`src/logic/wdt_defines.vh`:
```
// offsets, field positions, reset values and counts of the watchdog
`ifndef WDT_DEFINES_VH
`define WDT_DEFINES_VH
`define ADDR_CLOCK_SELECT  16'hff42
`define ADDR_MODE_CONTROL  16'hfff9
`define CLOCK_SELECT_RESET 8'h00
`define MODE_CONTROL_RESET 8'h00
`define CLOCK_SELECT_MASK  8'h07
`define MODE_CONTROL_MASK  8'h98
`define RESTART_BIT_POS    7
`define MODE_HI_BIT_POS    4
`define MODE_LO_BIT_POS    3
`define SEL_DIV16          3'h0
`define SEL_DIV64          3'h2
`define SEL_DIV256         3'h4
`define SEL_DIV1024        3'h6
`define PRESCALER_WIDTH    10
`define COUNTER_WIDTH      7
`endif

```
`src/logic/wdt_prescaler.v`:
```
// free-running main clock prescaler with selectable tick
`timescale 1ns/100ps
`include "wdt_defines.vh"
module wdt_prescaler #(
    parameter WIDTH = `PRESCALER_WIDTH
) (
    input  wire       sys_clk_in,
    input  wire       rst_in,
    input  wire       run_in,
    input  wire [2:0] sel_in,
    output reg        tick_out
);
    reg [WIDTH-1:0] div_q;
    reg             tick_d;

    // never cleared by restart, hence early first overflow
    always @(posedge sys_clk_in or posedge rst_in) begin
        if (rst_in) begin
            div_q    <= {WIDTH{1'b0}};
            tick_out <= 1'b0;
        end else if (run_in) begin
            div_q    <= div_q + {{(WIDTH-1){1'b0}}, 1'b1};
            tick_out <= tick_d;
        end else begin
            tick_out <= 1'b0;
        end
    end

    // prohibited codes fall to the nearest lower even setting
    always @* begin
        case (sel_in & 3'h6)
            `SEL_DIV16:  tick_d = (div_q[3:0] == 4'hf);
            `SEL_DIV64:  tick_d = (div_q[5:0] == 6'h3f);
            `SEL_DIV256: tick_d = (div_q[7:0] == 8'hff);
            default:     tick_d = (div_q[9:0] == 10'h3ff);
        endcase
    end
endmodule // wdt_prescaler

```
`src/logic/wdt_core.v`:
```
// program loop watchdog timer with interval mode
`timescale 1ns/100ps
`include "wdt_defines.vh"
module wdt_core (
    input  wire        sys_clk_in,
    input  wire        rst_in,
    input  wire [15:0] addr_in,
    input  wire [7:0]  wdata_in,
    input  wire        wr_byte_in,
    input  wire        wr_bit_in,
    input  wire [2:0]  bit_sel_in,
    input  wire        rd_in,
    input  wire        stop_mode_in,
    input  wire        irq_flag_clr_in,
    input  wire        wdt_irq_mask_in,
    output reg  [7:0]  rdata_out,
    output reg         wdt_irq_flag_out,
    output reg         wdt_maskable_irq_out,
    output reg         nmi_out,
    output reg         sys_reset_out
);
    // ----------------------------------------
    // declarations
    // ----------------------------------------
    reg  [2:0]                  wdt_clock_select_q;
    reg                         restart_bit_q;
    reg                         mode_hi_bit_q;
    reg                         mode_lo_bit_q;
    reg  [`COUNTER_WIDTH-1:0]   count_q;
    reg  [7:0]                  wval_d;
    wire                        tick;
    wire                        overflow;
    wire                        sel_wr;
    wire                        mode_wr;
    wire                        restart_wr;
    wire                        wdog_set;
    wire                        running;
    reg  [`COUNTER_WIDTH-1:0]   count_d;
    reg                         flag_d;
    reg                         mask_irq_d;
    reg                         nmi_d;
    reg                         reset_d;
    reg  [7:0]                  rdata_d;

    // merge a bit write into the current register image
    function [7:0] merge;
        input [7:0] cur;
        input [7:0] dat;
        input [2:0] pos;
        input       is_bit;
        begin
            merge = cur;
            if (is_bit) begin
                merge[pos] = dat[0];
            end else begin
                merge = dat;
            end
        end
    endfunction

    wire [7:0] mode_img = {restart_bit_q, 2'b00, mode_hi_bit_q,
                           mode_lo_bit_q, 3'b000};

    // ----------------------------------------
    // register decode
    // ----------------------------------------
    // byte-only select
    assign sel_wr  = wr_byte_in && (addr_in == `ADDR_CLOCK_SELECT);
    assign mode_wr = (wr_byte_in || wr_bit_in)
                     && (addr_in == `ADDR_MODE_CONTROL);
    always @* begin
        wval_d = merge(mode_img, wdata_in, bit_sel_in, wr_bit_in)
                 & `MODE_CONTROL_MASK;
    end
    assign restart_wr = mode_wr && wval_d[`RESTART_BIT_POS];
    assign wdog_set   = mode_wr && wval_d[`MODE_HI_BIT_POS];
    assign running  = restart_bit_q && !stop_mode_in
                      && (mode_hi_bit_q || mode_lo_bit_q);
    assign overflow = running && tick && (&count_q);

    // ----------------------------------------
    // clock select register
    // ----------------------------------------
    always @(posedge sys_clk_in or posedge rst_in) begin
        if (rst_in) begin
            wdt_clock_select_q <= 3'h0;
        end else if (sel_wr) begin
            wdt_clock_select_q <= wdata_in[2:0];
        end
    end

    // ----------------------------------------
    // mode register
    // ----------------------------------------
    always @(posedge sys_clk_in or posedge rst_in) begin
        if (rst_in) begin
            restart_bit_q      <= 1'b0;
            mode_hi_bit_q      <= 1'b0;
            mode_lo_bit_q      <= 1'b0;
        end else if (mode_wr) begin
            restart_bit_q <= restart_bit_q | wval_d[`RESTART_BIT_POS];
            mode_hi_bit_q <= mode_hi_bit_q | wval_d[`MODE_HI_BIT_POS];
            mode_lo_bit_q <= mode_lo_bit_q | wval_d[`MODE_LO_BIT_POS];
        end
    end

    wdt_prescaler #(
        .WIDTH (`PRESCALER_WIDTH)
    ) wdt_prescaler_i (
        .sys_clk_in (sys_clk_in),
        .rst_in     (rst_in),
        .run_in     (!stop_mode_in),
        .sel_in     (wdt_clock_select_q),
        .tick_out   (tick)
    );

    // ----------------------------------------
    // counter
    // ----------------------------------------
    always @* begin
        count_d = count_q;
        if (restart_wr) begin
            count_d = {`COUNTER_WIDTH{1'b0}};
        end else if (running && tick) begin
            count_d = count_q + {{(`COUNTER_WIDTH-1){1'b0}}, 1'b1};
        end
    end

    always @(posedge sys_clk_in or posedge rst_in) begin
        if (rst_in) begin
            count_q <= {`COUNTER_WIDTH{1'b0}};
        end else begin
            count_q <= count_d;
        end
    end

    // ----------------------------------------
    // next values of the event outputs
    // ----------------------------------------
    // set wins over clear
    always @* begin
        flag_d = overflow || (wdt_irq_flag_out && !irq_flag_clr_in);
    end

    always @* begin
        mask_irq_d = overflow && !mode_hi_bit_q && !wdt_irq_mask_in;
    end

    always @* begin
        nmi_d = overflow && mode_hi_bit_q && !mode_lo_bit_q;
        if (wdog_set && wdt_irq_flag_out) begin
            nmi_d = 1'b1;
        end
    end

    always @* begin
        reset_d = overflow && mode_hi_bit_q && mode_lo_bit_q;
    end

    // ----------------------------------------
    // read back
    // ----------------------------------------
    always @* begin
        if (rd_in && addr_in == `ADDR_CLOCK_SELECT) begin
            rdata_d = {5'h00, wdt_clock_select_q};
        end else if (rd_in && addr_in == `ADDR_MODE_CONTROL) begin
            rdata_d = mode_img;
        end else begin
            rdata_d = 8'h00;
        end
    end

    // ----------------------------------------
    // output registers
    // ----------------------------------------
    // every output straight from a flop, so no glitch reaches the cpu
    always @(posedge sys_clk_in or posedge rst_in) begin
        if (rst_in) begin
            wdt_irq_flag_out     <= 1'b0;
            wdt_maskable_irq_out <= 1'b0;
            nmi_out              <= 1'b0;
            sys_reset_out        <= 1'b0;
            rdata_out            <= 8'h00;
        end else begin
            wdt_irq_flag_out     <= flag_d;
            wdt_maskable_irq_out <= mask_irq_d;
            nmi_out              <= nmi_d;
            sys_reset_out        <= reset_d;
            rdata_out            <= rdata_d;
        end
    end
endmodule // wdt_core

```
`config.mk`:
```
export PLATFORM = sky130hd
export DESIGN_NAME = wdt_core
export DESIGN_NICKNAME = d
export VERILOG_FILES = /design/src/logic/wdt_prescaler.v /design/src/logic/wdt_core.v
export VERILOG_INCLUDE_DIRS = /design/src /design/src/logic
export SDC_FILE = /design/constraint.sdc
export NUM_CORES = 1
export LEC_CHECK = 0
export BUFFER_PORTS_ARGS = -buffer_cell sky130_fd_sc_hd__buf_2
export CAP_MARGIN = 20
export CORE_ASPECT_RATIO = 0.8
export CORE_MARGIN = 1.5
export CORE_UTILIZATION = 25
export DETAILED_ROUTE_END_ITERATION = 16
export PLACE_DENSITY = 0.5
export SYNTH_ARGS = -nofsm -noshare
export SYNTH_HDL_FRONTEND = slang
export SYNTH_SLANG_ARGS = --single-unit
```
`constraint.sdc`:
```
create_clock -name sys_clk_in -period 1.5 [get_ports sys_clk_in]
set_clock_uncertainty 0.15 [all_clocks]
set_input_delay 0.225 -clock sys_clk_in [delete_from_list [all_inputs] [get_ports sys_clk_in]]
set_output_delay 0.225 -clock sys_clk_in [all_outputs]
set_load 0.005 [all_outputs]
```
======== After elaboration in Yosys (flattened, before gate mapping) ========
Index checks and enable logic that the tools add are counted.
storage, ports and cells
  register bits after elaboration ......... 36
  input port bits ......................... 35
  output and inout bits ................... 12
  logic and storage cells ................. 67
operators by class
  add/sub/neg operators ................... 2
  order comparisons ....................... 2
  eq/ne operators ......................... 8
  multiplexer cells ....................... 11
  bitwise operators ....................... 3
  reductions and logical operators ........ 29
operators by type and width
  operator               number
  $eq 16x16->1 const B   2
  $mux 8                 3
  $logic_and 1x1->1      18
  $mux 7                 2
  $add 10x1->10 const B  1
  $eq 10x10->1 const B   1
  $bwmux 8               1
  $eq 8x8->1 const B     1
  $add 7x1->7 const B    1
  $reduce_and 7->1       1
  $eq 6x6->1 const B     1
  $logic_not 1->1        5
  $eq 4x4->1 const B     1
  $lt 3x4->1 const B     1
  $demux 1 s3            1
  $ge 3x1->1 const B     1
  $logic_not 3->1        1
  $logic_or 1x1->1       3
  $mux 1                 3
  $or 1x1->1             3
  $pmux 1 s3             1
  $eq 2x1->1 const B     1
  $eq 2x2->1 const B     1
  $reduce_bool 2->1      1

======== Longest topological paths before layout ========
  depth after elaboration ................. 9
  gate-level depth with buffers ........... 5
  depth with buffers taken out ............ 5

======== Modules after synthesis ========
A second synthesis with hierarchy kept.
second synthesis, totals
  cell total of the unflattened synthesis .. 147
  area, all modules ....................... 1612.8 sq um
by module, submodules not included
  module         times used  cells each  area each (sq um)  sequential area each (sq um)
  wdt_core       1           108         1137.3             575.6
  wdt_prescaler  1           39          475.5              275.3

======== Least setup slack after synthesis ========
OpenSTA, ideal clock, no wires.
  path kind ............................... input-to-reg
  start point ............................. in addr_in[2]
  end point ............................... reg count_q[0]
  setup time .............................. 0.138 ns
  data arrival time ....................... 1.409 ns
  required time ........................... 1.212 ns
  slack ................................... -0.197 ns
  cell stages on the path ................. 4
  path buffers ............................ 0
  cells stage by stage .................... nand2b_4 > or4_4 > a2111oi_4 > nor2_1
between the ends
  longest elaborated chain between the ends .. 4
  elaborated cells between the ends (all ways) .. 5
  those cells by class .................... eq/ne: 1; mux: 1; reduce/logical: 3
ends and longest elaborated chain
  item                                                RTL line        RTL
  start: declaration                                  wdt_core.v:7    input wire [15:0] addr_in,
  $eq 16x16->1 (no source line) *                     --
  $logic_and 1x1->1 *                                 wdt_core.v:69   assign mode_wr = (wr_byte_in || wr_bit_in)
  $logic_and 1x1->1 *                                 wdt_core.v:75   assign restart_wr = mode_wr && wval_d[`RESTART_BIT_POS];
  $mux 7 / $reduce_bool 2->1 (equally long branches)  --
  end signal: assignment                              wdt_core.v:131  count_q <= {`COUNTER_WIDTH{1'b0}};
  end signal: assignment                              wdt_core.v:133  count_q <= count_d;
  end: declaration                                    wdt_core.v:29   reg [`COUNTER_WIDTH-1:0] count_q;
Every way passes the cells marked *; elsewhere a longest branch is shown, timed or not.
A chain may end at the register's enable or synchronous reset.

======== Final worst setup path ========
  start point ............................. in addr_in[2]
  end point ............................... reg mode_hi_bit_q
between the ends
  longest elaborated chain between the ends .. 2
ends and longest elaborated chain
  item                           RTL line        RTL
  $eq 16x16->1 (no source line)  --
  $logic_and 1x1->1              wdt_core.v:69
  end signal: assignment         wdt_core.v:102  mode_hi_bit_q <= mode_hi_bit_q | wval_d[`MODE_HI_BIT_POS];
  end: declaration               wdt_core.v:27   reg mode_hi_bit_q;
Every way passes these cells.

==> results.md <==
* Layout cells sized above 1 at 37.2%
* Max FO, Critical Path at 4
* Clock-pin slew on the worst setup and hold paths at 80 ps
* Top cells by area, synth: dfrtp_1 (54%), xnor2_1 (7.7%), nor2_1 (4.2%)
* Synth warnings at 0
* Die area at 0.00685 mm²
* Buf+Inv Stages, Crit Path at 1
* Synth top area share at 53.5%
* Top delay family on crit path: simple AND/OR/NAND/NOR gates
* Cell taking the most area after synthesis: dfrtp_1
* Leak at a little over 1 nW
* Synthesized area at between 0.0015 and 0.002 mm²
* Number of global-route vias before repair at 1,216
* # diodes at 0
* Final Max Slew Viols at 0
* Count leader, synth: dfrtp_1
* Post-synth top cells: dfrtp_1 (34), nor2_1 (18), nand2_1 (14), xnor2_1 (14), nand3_1 (7)
* Setup crit end kind: flip-flop
* R2r setup slk at 30 ps
* Cells along the critical path: buf_2, nand2b_4, or4_4, or2_1, o31ai_1
* Final std cells w/o fill at 296
* Pre-CTS WS at -286 ps
* Total number of vias at approximately 1,200
* Synth Instances at 150
* Largest net degree at the start of global routing at 35
* Crit Path Class: input port to flip-flop
* Die height at 74.3 µm
* Initial DRT Pass Iterations at 4
* Port-buffer cells at 42
* Routed len/inst at 11.1 µm
* Outcome: completed
* P per Cell Area at 1020 mW/mm²
* Final min period at 1480 ps
* Root Buffer: clkbuf_8
* Syn avg cell area at 10.6 µm²
* Die X at between 90 and 100 µm
* Final setup vio count at 0
* Most used DFF post-synth: dfrtp_1
* Final hold vios at 0
* Max Fclk at between 600 and 700 MHz
* GPL Wtd Cong at 0.751
* Post-Place Cells at around 280
* Type of origin of the critical path: input port
* GRT Util Overall at 10.8%
* DRT iter0 DRCs at 20
* Tcrit/Tclk final at 98.8%
* CTS buffer count at 5
* Deepest clock path buffer count at 2
* Post-DP Area at 0.00197 mm²
* RSZ-0062 raised after global routing: true
* Layout net count at about 250
* Crit-path slowest cell: or4_4
* Sink Count at 34
* Number of distinct library cells after synthesis at 35
* Post-route ant nets at 0
* Req. time, crit path at 1540 ps
* Post-route cell area at about 0.0022 mm²
* Top Ports at 47
* Yosys reg bits at 34
* Post-synth ARST share at 100%
* Initial antenna violation count at 0
* Row Count at 25
* Synthesis-to-layout area growth at 39.4%
* WL final at about 3300 µm
* Setup ws final at 18.3 ps
* TritonCTS clock tree: built
* Setup TNS at 0 ps
* Max-Cap Viols at 0
* CTS H-tree lvls at 2
* DR DRC count at 0
* Max incr delay on CP at 570 ps
* Worst hold path class: input port to flip-flop
* Global route overflow at 0
* Core box area at 0.00604 mm²
* Clock latency on the worst-skew pair at 290 ps
* Fillers at 616
* Post-DP HPWL at 2360 µm
* Critical path data arrival time at 1520 ps
* Post-synth EDFFs at 0
* First-pass GRT wire length at about 5700 µm
* Via density at 4.20
* Seq/Total Area, Yosys at 53.5%
* Initial core utilization at 26.3%
* Peak supply drop at 0.597 mV
state kept, by name (all words and copies together) (netlist names), 3 cells and up:
name and cells:
wdt_clock_select_q 3, rdata_out 6, count_q 7, wdt_prescaler_i.div_q 10
cell families after synthesis:
group                    share of synthesized area (%)
AND/OR/NAND/NOR                                   24.4
flip-flops                                        53.5
AO/OA/AOI/OAI                                     6.45
other                                            0.236
multiplexers                                      3.46
adder cells (fa/ha/maj)                           1.57
XOR/XNOR                                          8.26
buffers and inverters                             2.12
through the flow:
step                power, W  util (%)  hold slack (ps)
floorplan            0.00128         -              146
global placement     0.00138      32.7              209
finish               0.00227      36.7             9.17
detailed placement   0.00139      32.7              204
CTS                  0.00224      35.1             3.39
global route         0.00241      36.7            0.825
final cells by class:
cell class | count | area [µm²] | share of cell area [%]
Multi-Input combinational cell | 110 | 782 | 35.3
Inverter | 5 | 18.8 | 0.846
Clock inverter | 2 | 37.5 | 1.69
Clock buffer | 6 | 72.6 | 3.27
Tap cell | 81 | 101 | 4.57
Sequential cell | 34 | 851 | 38.4
Timing Repair Buffer | 58 | 354 | 16.0
repair_timing:
item	CTS	global route
buffers inserted	0	3
endpoints found under the hold margin	36	0
gates cloned	0	0
endpoints found under the setup margin	2	18
resized for setup	1	16
pin swaps	0	7
hold buffers	3	0
worst paths after layout:
kind | depth (start not counted) | startpoint | end
worst max-delay path | 5 | addr_in[2] | mode_hi_bit_q
worst min-delay path | 2 | wdata_in[1] | wdt_clock_select_q[1]
worst max register to register | 5 | restart_bit_q | count_q[3]
worst min register to register | 1 | wdt_prescaler_i.div_q[6] | wdt_prescaler_i.div_q[6]
max in group asynchronous | 4 | rst_in | count_q[0]
min in group asynchronous | 4 | rst_in | count_q[6]
metal layers:
metal	track usage [%]	share of wire, %
met1	15.1	52
met2	15.4	42
met3	2.86	4.1
met4	5.13	1.9
met5	0	0
layout by cell type, fill, tap and decap left out, types with 2 or more instances in the layout:
master / netlist / layout
clkbuf_8: 0 / 5
nor2b_1: 2 / 2
dlygate4sd3_1: 0 / 3
conb_1: 1 / 2
xnor2_1: 14 / 13
dfrtp_1: 34 / 34
inv_1: 5 / 5
nand2b_1: 2 / 2
buf_6: 0 / 3
a21oi_1: 3 / 3
nand4_1: 4 / 4
nor2_2: 0 / 2
buf_4: 2 / 12
and2_1: 5 / 5
nor3_1: 4 / 3
buf_2: 0 / 40
o21ai_0: 4 / 4
nor4_2: 0 / 3
nand3b_1: 2 / 2
nor2_1: 18 / 16
nand3_1: 7 / 7
or2_1: 2 / 2
mux2_4: 0 / 3
nand2_1: 14 / 13
power by group:
part | internal (W) | total [W] | leakage, nW | switching (W)
Sequential | 0.00101 | 0.00110 | 0.453 | 0.0000872
Clock | 0.000496 | 0.000841 | 0.0514 | 0.000346
Combinational | 0.000194 | 0.000329 | 0.516 | 0.000135
Total | 0.00170 | 0.00227 | 1.02 | 0.000568
No activity file was read; power rests on OpenSTA's default activity.
